## src/include/baud_gen_pkg.sv

```systemverilog
// Package of constants and carrier types for the UART baud rate generator
package baud_gen_pkg;
   // ----------------------------------------
   // Register map (word offsets of the plain port)
   // ----------------------------------------
   localparam logic [1:0] BAUD_DIVIDER_CONTROL_ADDR = 2'h0;
   localparam logic [1:0] SERIAL_MODE_ADDR = 2'h1;
   localparam logic [1:0] TX_DATA_ADDR = 2'h2;
   localparam logic [1:0] STATUS_ADDR = 2'h3;
   // ----------------------------------------
   // Field positions and reset values
   // ----------------------------------------
   localparam int CLOCK_SELECT_HIGH_POS = 7;
   localparam int CLOCK_SELECT_LOW_POS = 6;
   localparam int DIVISOR_BIT_TOP_POS = 4;
   localparam int DIVISOR_BIT_BOTTOM_POS = 0;
   localparam int SERIAL_POWER_POS = 7;
   localparam int TRANSMIT_ENABLE_POS = 6;
   localparam int RECEIVE_ENABLE_POS = 5;
   localparam logic [7:0] BAUD_DIVIDER_CONTROL_RESET = 8'h1F;
   localparam logic [7:0] SERIAL_MODE_RESET = 8'h01;
   // ----------------------------------------
   // Clock select codes and timing
   // ----------------------------------------
   localparam logic [1:0] SEL_TIMER = 2'h0;
   localparam logic [1:0] SEL_DIV2 = 2'h1;
   localparam logic [1:0] SEL_DIV8 = 2'h2;
   localparam logic [1:0] SEL_DIV32 = 2'h3;
   localparam logic [4:0] DIVISOR_MIN = 5'h08;
   localparam logic [3:0] FRAME_BITS = 4'hB;
   localparam logic [4:0] PRESCALE_MAX = 5'h1F;
   // ----------------------------------------
   // Carrier types
   // ----------------------------------------
   typedef struct packed {
      logic [1:0] clock_select;
      logic unused_bit;
      logic [4:0] divisor;
   } divider_ctrl_t;
   typedef struct packed {
      logic serial_power_bit;
      logic transmit_enable_bit;
      logic receive_enable_bit;
      logic [4:0] spare;
   } serial_mode_t;
   typedef enum logic [1:0] {RX_IDLE, RX_VERIFY, RX_FRAME} rx_state_t;
endpackage : baud_gen_pkg

```

## src/logic/uart_baud_rate_generator.sv

```systemverilog
// UART baud rate generator with separate transmit and receive bit-timing counters
`timescale 1ns/1ns
// Overview of operation
// Base clock gated by serial power bit
// Transmit counter held zero unless powered, enabled
// Transmit counter runs when power and enable
// First transmit write clears transmit counter
// Receive counter held zero unless powered, enabled
// Receive counter starts on start bit
// Receive counter idles after one frame
// Bits 7:6 select base clock source
// Bits 4:0 set divisor k, 8..31
// Bit time equals 2k base clocks
// Receiver latches bits by receive counter
// Latch margin two base clocks, 11-bit frame
// Software keeps transmit rate error acceptable
// Remote rate error within receivable limits
// Two independent five-bit counters
// Divisor below 8 unsupported
module uart_baud_rate_generator #(
   parameter int FRAME_LEN = 11
) (
   input wire logic mclk_in,
   input wire logic reset_n_in,
   input wire logic [1:0] addr_in,
   input wire logic [7:0] wdata_in,
   input wire logic wr_in,
   input wire logic rd_in,
   input wire logic timer_channel_output_in,
   input wire logic rxd_in,
   output logic [7:0] rdata_out,
   output logic base_clock_out,
   output logic tx_bit_tick_out,
   output logic rx_sample_out,
   output logic rx_bit_out,
   output logic rx_busy_out
);
   // ----------------------------------------
   // Registers and nets
   // ----------------------------------------
   baud_gen_pkg::divider_ctrl_t ctrl_reg;
   baud_gen_pkg::serial_mode_t mode_reg;
   logic [4:0] prescale_reg;
   logic timer_prev_reg;
   logic base_src;
   logic base_en;
   logic rxd_prev_reg;
   logic rx_start;
   logic [7:0] status_word;
   logic tx_run;
   logic rx_run;
   logic [4:0] tx_count_reg;
   logic tx_half_reg;
   logic tx_first_reg;
   logic [4:0] rx_count_reg;
   logic rx_half_reg;
   logic [3:0] rx_bits_reg;
   baud_gen_pkg::rx_state_t rx_state_reg;
   logic [4:0] k_last;
   logic tx_write;

   // Run conditions, divisor end point and data write decode
   assign tx_run = mode_reg.serial_power_bit & mode_reg.transmit_enable_bit;
   assign rx_run = mode_reg.serial_power_bit & mode_reg.receive_enable_bit;
   assign k_last = ctrl_reg.divisor - 5'h01;
   assign tx_write = wr_in & (addr_in == baud_gen_pkg::TX_DATA_ADDR);

   // Start bit: line seen falling between two base clocks
   assign rx_start = base_en & ~rxd_in & rxd_prev_reg;

   // Status word: receive busy, first write pending, bits latched
   assign status_word = {rx_busy_out, tx_first_reg, 2'h0, rx_bits_reg};

   // ----------------------------------------
   // Register port
   // ----------------------------------------
   // Software writes to control and mode registers
   always_ff @(posedge mclk_in or negedge reset_n_in)
   begin
      if (!reset_n_in)
      begin
         ctrl_reg <= baud_gen_pkg::BAUD_DIVIDER_CONTROL_RESET;
         mode_reg <= baud_gen_pkg::SERIAL_MODE_RESET;
      end
      else if (wr_in)
      begin
         if (addr_in == baud_gen_pkg::BAUD_DIVIDER_CONTROL_ADDR)
         begin
            ctrl_reg <= wdata_in;
         end
         if (addr_in == baud_gen_pkg::SERIAL_MODE_ADDR)
         begin
            mode_reg <= wdata_in;
         end
      end
   end

   // Read data one cycle after the read strobe, zero otherwise
   always_ff @(posedge mclk_in or negedge reset_n_in)
   begin
      if (!reset_n_in)
      begin
         rdata_out <= 8'h00;
      end
      else if (rd_in)
      begin
         case (addr_in)
            baud_gen_pkg::BAUD_DIVIDER_CONTROL_ADDR: rdata_out <= ctrl_reg;
            baud_gen_pkg::SERIAL_MODE_ADDR: rdata_out <= {mode_reg[7:5], 5'h00};
            baud_gen_pkg::STATUS_ADDR: rdata_out <= status_word;
            default: rdata_out <= 8'h00;
         endcase
      end
      else
      begin
         rdata_out <= 8'h00;
      end
   end

   // ----------------------------------------
   // Base clock source and gating
   // ----------------------------------------
   // Free prescaler giving /2, /8, /32 enables
   always_ff @(posedge mclk_in or negedge reset_n_in)
   begin
      if (!reset_n_in)
      begin
         prescale_reg <= 5'h00;
         timer_prev_reg <= 1'b0;
      end
      else
      begin
         prescale_reg <= prescale_reg + 5'h01;
         timer_prev_reg <= timer_channel_output_in;
      end
   end

   // Select one-cycle base enable from the chosen source
   always_comb
   begin
      case (ctrl_reg.clock_select)
         baud_gen_pkg::SEL_TIMER: base_src = timer_channel_output_in & ~timer_prev_reg;
         baud_gen_pkg::SEL_DIV2: base_src = prescale_reg[0];
         baud_gen_pkg::SEL_DIV8: base_src = (prescale_reg[2:0] == 3'h7);
         baud_gen_pkg::SEL_DIV32: base_src = (prescale_reg == baud_gen_pkg::PRESCALE_MAX);
         default: base_src = 1'b0;
      endcase
   end

   // Base enable only while the serial power bit is set
   assign base_en = base_src & mode_reg.serial_power_bit;

   // Visible base clock, held low while unpowered
   always_ff @(posedge mclk_in or negedge reset_n_in)
   begin
      if (!reset_n_in)
      begin
         base_clock_out <= 1'b0;
      end
      else
      begin
         base_clock_out <= base_en;
      end
   end

   // ----------------------------------------
   // Transmit bit-timing counter
   // ----------------------------------------
   // Counts k base clocks twice per bit; cleared by first data write
   always_ff @(posedge mclk_in or negedge reset_n_in)
   begin
      if (!reset_n_in)
      begin
         tx_count_reg <= 5'h00;
         tx_half_reg <= 1'b0;
         tx_bit_tick_out <= 1'b0;
      end
      else if (!tx_run)
      begin
         tx_count_reg <= 5'h00;
         tx_half_reg <= 1'b0;
         tx_bit_tick_out <= 1'b0;
      end
      else if (tx_write && tx_first_reg)
      begin
         tx_count_reg <= 5'h00;
         tx_half_reg <= 1'b0;
         tx_bit_tick_out <= 1'b0;
      end
      else if (base_en)
      begin
         // Divisor below the minimum is unsupported and wraps freely
         if (tx_count_reg >= k_last)
         begin
            tx_count_reg <= 5'h00;
            tx_half_reg <= ~tx_half_reg;
            tx_bit_tick_out <= tx_half_reg;
         end
         else
         begin
            tx_count_reg <= tx_count_reg + 5'h01;
            tx_bit_tick_out <= 1'b0;
         end
      end
      else
      begin
         tx_bit_tick_out <= 1'b0;
      end
   end

   // ----------------------------------------
   // First-write flag
   // ----------------------------------------
   // Pending until the first data write; re-arm beats a write in the same cycle
   always_ff @(posedge mclk_in or negedge reset_n_in)
   begin
      if (!reset_n_in)
      begin
         tx_first_reg <= 1'b1;
      end
      else if (!tx_run)
      begin
         tx_first_reg <= 1'b1;
      end
      else if (tx_write)
      begin
         tx_first_reg <= 1'b0;
      end
   end

   // ----------------------------------------
   // Receive start detection
   // ----------------------------------------
   // Line level at the previous base clock; resets to the idle high level
   always_ff @(posedge mclk_in or negedge reset_n_in)
   begin
      if (!reset_n_in)
      begin
         rxd_prev_reg <= 1'b1;
      end
      else if (base_en)
      begin
         rxd_prev_reg <= rxd_in;
      end
   end

   // ----------------------------------------
   // Receive bit-timing counter and frame control
   // ----------------------------------------
   // Falling edge starts a k-count check, then bits latched at mid-bit
   always_ff @(posedge mclk_in or negedge reset_n_in)
   begin
      if (!reset_n_in)
      begin
         rx_state_reg <= baud_gen_pkg::RX_IDLE;
         rx_count_reg <= 5'h00;
         rx_half_reg <= 1'b0;
         rx_bits_reg <= 4'h0;
         rx_sample_out <= 1'b0;
         rx_bit_out <= 1'b1;
         rx_busy_out <= 1'b0;
      end
      else if (!rx_run)
      begin
         rx_state_reg <= baud_gen_pkg::RX_IDLE;
         rx_count_reg <= 5'h00;
         rx_half_reg <= 1'b0;
         rx_bits_reg <= 4'h0;
         rx_sample_out <= 1'b0;
         rx_busy_out <= 1'b0;
      end
      else
      begin
         rx_sample_out <= 1'b0;
         case (rx_state_reg)
            baud_gen_pkg::RX_IDLE:
            begin
               rx_count_reg <= 5'h00;
               rx_half_reg <= 1'b0;
               rx_bits_reg <= 4'h0;
               rx_busy_out <= 1'b0;
               if (rx_start)
               begin
                  rx_state_reg <= baud_gen_pkg::RX_VERIFY;
                  rx_busy_out <= 1'b1;
               end
            end
            baud_gen_pkg::RX_VERIFY:
            begin
               if (base_en)
               begin
                  if (rx_count_reg >= k_last)
                  begin
                     rx_count_reg <= 5'h00;
                     if (!rxd_in)
                     begin
                        rx_state_reg <= baud_gen_pkg::RX_FRAME;
                        rx_half_reg <= 1'b0;
                     end
                     else
                     begin
                        rx_state_reg <= baud_gen_pkg::RX_IDLE;
                     end
                  end
                  else
                  begin
                     rx_count_reg <= rx_count_reg + 5'h01;
                  end
               end
            end
            baud_gen_pkg::RX_FRAME:
            begin
               if (base_en)
               begin
                  if (rx_count_reg >= k_last)
                  begin
                     rx_count_reg <= 5'h00;
                     rx_half_reg <= ~rx_half_reg;
                     if (rx_half_reg)
                     begin
                        // Mid-bit latch each 2k base clocks
                        rx_sample_out <= 1'b1;
                        rx_bit_out <= rxd_in;
                        rx_bits_reg <= rx_bits_reg + 4'h1;
                        if (rx_bits_reg == 4'(FRAME_LEN - 2))
                        begin
                           rx_state_reg <= baud_gen_pkg::RX_IDLE;
                        end
                     end
                  end
                  else
                  begin
                     rx_count_reg <= rx_count_reg + 5'h01;
                  end
               end
            end
            default:
            begin
               rx_state_reg <= baud_gen_pkg::RX_IDLE;
            end
         endcase
      end
   end
endmodule : uart_baud_rate_generator

```

## config.mk

```make
export PLATFORM = sky130hd
export DESIGN_NAME = uart_baud_rate_generator
export DESIGN_NICKNAME = d
export VERILOG_FILES = /design/src/include/baud_gen_pkg.sv /design/src/logic/uart_baud_rate_generator.sv
export SDC_FILE = /design/constraint.sdc
export NUM_CORES = 1
export LEC_CHECK = 0
export ABC_AREA = 1
export ABC_CLOCK_PERIOD_IN_PS = 2500
export BUFFER_PORTS_ARGS = -buffer_cell sky130_fd_sc_hd__buf_2
export CAP_MARGIN = 20
export CORE_MARGIN = 4
export CORE_UTILIZATION = 32
export CTS_CLUSTER_SIZE = 10
export DETAILED_ROUTE_END_ITERATION = 10
export SETUP_SLACK_MARGIN = 0.4
export SLEW_MARGIN = 15
export SYNTH_ARGS = -nofsm -noshare
export SYNTH_HDL_FRONTEND = slang
export SYNTH_SLANG_ARGS = --single-unit
```

## constraint.sdc

```tcl
create_clock -name mclk_in -period 2.5 [get_ports mclk_in]
set_input_delay 0.125 -clock mclk_in [delete_from_list [all_inputs] [get_ports mclk_in]]
set_output_delay 0.125 -clock mclk_in [all_outputs]
set_load 0.01 [all_outputs]
```

* Word level (Yosys, flattened, before mapping)
Cells that the tools add are included. W data, S select, Z words.
Operators by class: $add $sub $neg 5, order comparisons 2, equality and inequality tests 27, muxes and demuxes 51, bitwise gates (word level) 11, reductions and logical operators 13
Operators with widths (count):
- $mux W5 | 7
- $ne A3 B3 Y1 const B | 9
- $mux W1 | 24
- $pmux W8 S3 | 1
- $mux W2 | 9
- $mux W4 | 4
- $add A5 B1 Y5 const B | 3
- $eq A2 B2 Y1 const B | 5
- $ge A5 B5 Y1 | 2
- $pmux W5 S2 | 1
- $mux W8 | 1
- $pmux W4 S2 | 1
- $reduce_and A2 Y1 | 4
- $and A1 B1 Y1 | 7
- $reduce_and A7 Y1 | 1
- $eq A2 B1 Y1 const B | 3
- $logic_not A2 Y1 | 3
- $ne A3 B1 Y1 const B | 2
- $ne A3 B2 Y1 const B | 2
- $pmux W2 S3 | 1
- $reduce_and A6 Y1 | 1
- $eq A5 B5 Y1 const B | 1
- $reduce_and A5 Y1 | 1
- $sub A5 B1 Y5 const B | 1
- 11 further kinds | 15
Storage, ports and cells: bits in registers 50, input port bits 16, output and inout port bits 13, word-level logic and storage cells 131

* Logic depth before layout (Yosys ltp)
depth after elaboration 9, gate-level depth with buffers 15, mapped depth without buffers 15

* Least setup slack after synthesis
Ideal clock, no wire load.
kind flip-flop to flip-flop, start register ctrl_reg[0] (netlist name), end register tx_half_reg, arrival 1.873 ns, required time 2.383 ns, path slack 0.511 ns, cell stages (with the launch flop) 13, buffers on the path 0, clock period less this slack 1.989 ns, cells stage by stage dfstp_2 inv_1 ha_1 xnor2_1 ha_1 a21oi_1 nand3_1 o211ai_1 nand2_1 nand2_1 nand2_1 nand2_1 nor2_1
Between the ends: longest elaborated chain between the ends 4
Ends and longest elaborated chain:
- from (decl) | line uart_baud_rate_generator.sv:41 | baud_gen_pkg::divider_ctrl_t ctrl_reg;
- from (signal assigned) | line uart_baud_rate_generator.sv:82 | ctrl_reg <= baud_gen_pkg::BAUD_DIVIDER_CONTROL_RESET;
- from (signal assigned) | line uart_baud_rate_generator.sv:89 | ctrl_reg <= wdata_in;
- $sub A5 B1 Y5 | line uart_baud_rate_generator.sv:65 | assign k_last = ctrl_reg.divisor - 5'h01;
- $ge A5 B5 Y1 | line uart_baud_rate_generator.sv:193 | if (tx_count_reg >= k_last)
- $ne A3 B1 Y1 (no source line)
- $reduce_and A2 Y1 (no source line)
- to (signal assigned) | line uart_baud_rate_generator.sv:196 | tx_half_reg <= ~tx_half_reg;
- to (decl) | line uart_baud_rate_generator.sv:53 | logic tx_half_reg;
Every way passes these cells. A chain may end at the register's enable or synchronous reset.

* Worst setup path after layout
start register ctrl_reg[1] (netlist name), end register tx_half_reg
Same word-level chain as after synthesis.

==> metrics <==
hold path start=rd_in; Remaining Overflow, GRT=0; total length of routed met3 wires=257 um; share of post-route cells with drive strength above 1=23.64%; Final #Nets=401; Post-Syn Nets=356; Syn Area/Cell=approximately 8.4 sq um; Pwr Total=1.830 mW; synth warn=0; Core Box Area=roughly 0.008 sq mm; reg2reg start=ctrl_reg[1]; wire length on met1=approximately 2700 um; # port buffers=28; total CTS buffers=5; Pleak=about 1.6 nW; clock transition at the registers of the reported paths=100 ps; final hold slack=roughly 28 ps; placed cells=roughly 460; Final setup viols=0; Top Layer Used=met4; Post-Synth Simple-Gate Area=between 20% and 30%; final hold violation count=0; first-pass GRT wire length=roughly 10000 um; Pwr Density=about 560 mW/mm^2; post-DP HPWL=4545 um; clk_lat worst skew=~310 ps; initial antenna violation count=0; asr flop ratio synth=between 90% and 100%; R2R cell count=12; worst hold endpoint=rdata_out[6]; Compound-Gate Fraction of Synth Area=a little under a tenth; Tcrit/Tclk final=80.84%; largest net degree at the start of global routing=32; Tmin final=2021 ps; Synth cell types=30; Adder-Cell Fraction of Synth Area=under 10%; post-synthesis mux area share=less than 1%; crit path kind=flip-flop to flip-flop; vias in the first global route=between 2000 and 2500; Setup crit end kind=flip-flop; xor/xnor share of the synthesized area=between 2 and 3%; final wirelength=a little under 6000 um; Tightest Pin Transition=around 700 ps; register area share after synthesis=a little under half; area of the die=~0.010 sq mm; CP Launch Type=flip-flop; Max FO, Critical Path=3; DRC viols=0; diode count=0; metal2 WL=between 2000 and 3000 um; global-route usage over all layers=~13%; Ports=29; number of synthesized flops with an enable pin=0; largest family of logic cells by synthesized area=simple AND/OR/NAND/NOR gates; Worst Setup Slack, final=479.0 ps; die height=~100 um; RSZ-0062 raised after global routing=yes; status=finished clean; flops & latches, synth=50; Final TNS setup=0 ps; maximum vdd drop=0.2380 mV; DRT iter0 DRCs=between 100 and 150; ys flop type=dfrtp_1; Worst Clk Skew=roughly 11 ps; Clock Tree Root=clkbuf_8; R2R Path End=tx_half_reg; site row count=33; final std cells w/o fill=approximately 470; highest clock rate=between 400 and 500 MHz; register-to-register setup slack=480 ps; Placement Setup Slack=~290 ps; H-tree levels=2; Cells after Synth=~320; gpl congestion=0.8681; area delta synth->final=20.69%; Worst Hold Path Cells=3; clock tree buffer depth=2; Req. time, crit path=about 2700 ps; Initial Utilization=approximately 33%; Worst slew margin=a little over half; Die W=~100 um; max-capacitance violation count=0; Worst EP arrival=roughly 2200 ps; CTS sink count=50; CTS tree=built; via count=2253; worst hold path type=input port to flip-flop; drt first pass iters=5; via/cell ratio=4.763; antenna-violating nets left=0; post-DR wirelength/cell=approximately 13 um; Synth Cell Area=0.002698 sq mm; Max Slew Vio Count=0
## critical path: stages, from the launching register on
cell and delay [ps]:
dfstp_2 570, inv_2 50, ha_4 170, xnor2_4 180
ha_4 230, a21oi_2 100, nand3_1 80, o211ai_1 120
nand2_1 130, nand2_2 120, nand2_1 60, nand2_1 50
nor2_1 40
## where the power goes
part           switching, mW  total, mW  internal [mW]
logic                  0.224      0.372          0.147
clock network          0.279      0.534          0.254
registers             0.0499      0.925          0.875
total                  0.553       1.83           1.28
## layout make-up
cell class | count | area (sq um)
inverter | 51 | 193.9
clock buffer | 7 | 96.34
multi-input combinational | 220 | 1336
fill | 797 | 4961
tap | 105 | 131.4
clock inverter | 1 | 8.758
timing repair buffer | 39 | 227.7
sequential | 50 | 1261
## through the flow
step                      instance area (sq um)  utilization [%]
after CTS                                  3124            38.02
after floorplan                            2698                -
after detailed placement                   2979            36.26
after global routing                       3256            39.62
after global placement                     2979            36.26
final                                      3256            39.62
## worst max path at each step
stage,startpoint,to,slack [ps]
6_report,ctrl_reg[1],tx_half_reg,480
4_1_cts,ctrl_reg[1],tx_count_reg[3],410
5_1_grt,ctrl_reg[1],tx_half_reg,380
3_3_place_gp,ctrl_reg[0],tx_count_reg[4],370
3_5_place_dp,ctrl_reg[0],tx_count_reg[3],290
2_1_floorplan,ctrl_reg[0],tx_half_reg,510
## logic make-up (layout without fill, tap and decap cells)
kind of cell,after synthesis,in the layout
XOR/XNOR,8,8
buffers and inverters,52,98
adder cells (fa/ha/maj),18,18
flip-flops,50,50
multiplexers,1,1
AND/OR/NAND/NOR,148,148
AO/OA/AOI/OAI,45,45
## placed cells by master, fill, tap and decap left out, types with 2 or more instances in the layout
master,n
nand2_1,73
inv_1,44
dfrtp_1,42
nand3_1,29
buf_2,28
ha_1,16
a21oi_1,13
o21ai_0,12
nor2_1,11
o21ai_1,11
nor2_2,9
buf_4,9
dfstp_2,8
nand4_1,7
clkbuf_8,7
inv_2,6
xor2_1,6
nor3_1,5
o211ai_1,4
nand2_2,4
nand3_2,2
nand3_4,2
ha_4,2
dlygate4sd3_1,2
## cell usage after synthesis (2+ instances only)
cell	number	share of area, %
a21oi_1	14	2.6
dfrtp_1	42	39
dfstp_2	8	7.8
ha_1	18	8.3
inv_1	47	6.5
inv_2	4	0.56
nand2_1	75	10
nand2_2	3	0.70
nand3_1	29	5.4
nand3_2	4	1.5
nand4_1	7	1.6
nor2_1	17	2.4
nor2_2	3	0.70
nor3_1	5	0.93
o211ai_1	4	1.1
o21ai_0	13	2.4
o21ai_1	10	1.9
xnor2_1	2	0.65
xor2_1	6	1.9
## routing by layer
| metal | vias to the layer above | global-route usage, % |
|---|---|---|
| met5 | - | 0 |
| met4 | 0 | 3.151 |
| met3 | 8 | 2.710 |
| met2 | 29 | 20.88 |
| met1 | 1069 | 17.55 |
| li1 | 1147 | - |
## repair_timing
action | 4_1_cts | 5_1_grt
endpoints found under the setup margin | 17 | 18
pin swaps | 1 | 11
resized for setup | 4 | 19
endpoints found under the hold margin | 25 | 0
buffers inserted | 0 | 7
hold buffers | 2 | 0
No activity file was read; power rests on OpenSTA's default activity.
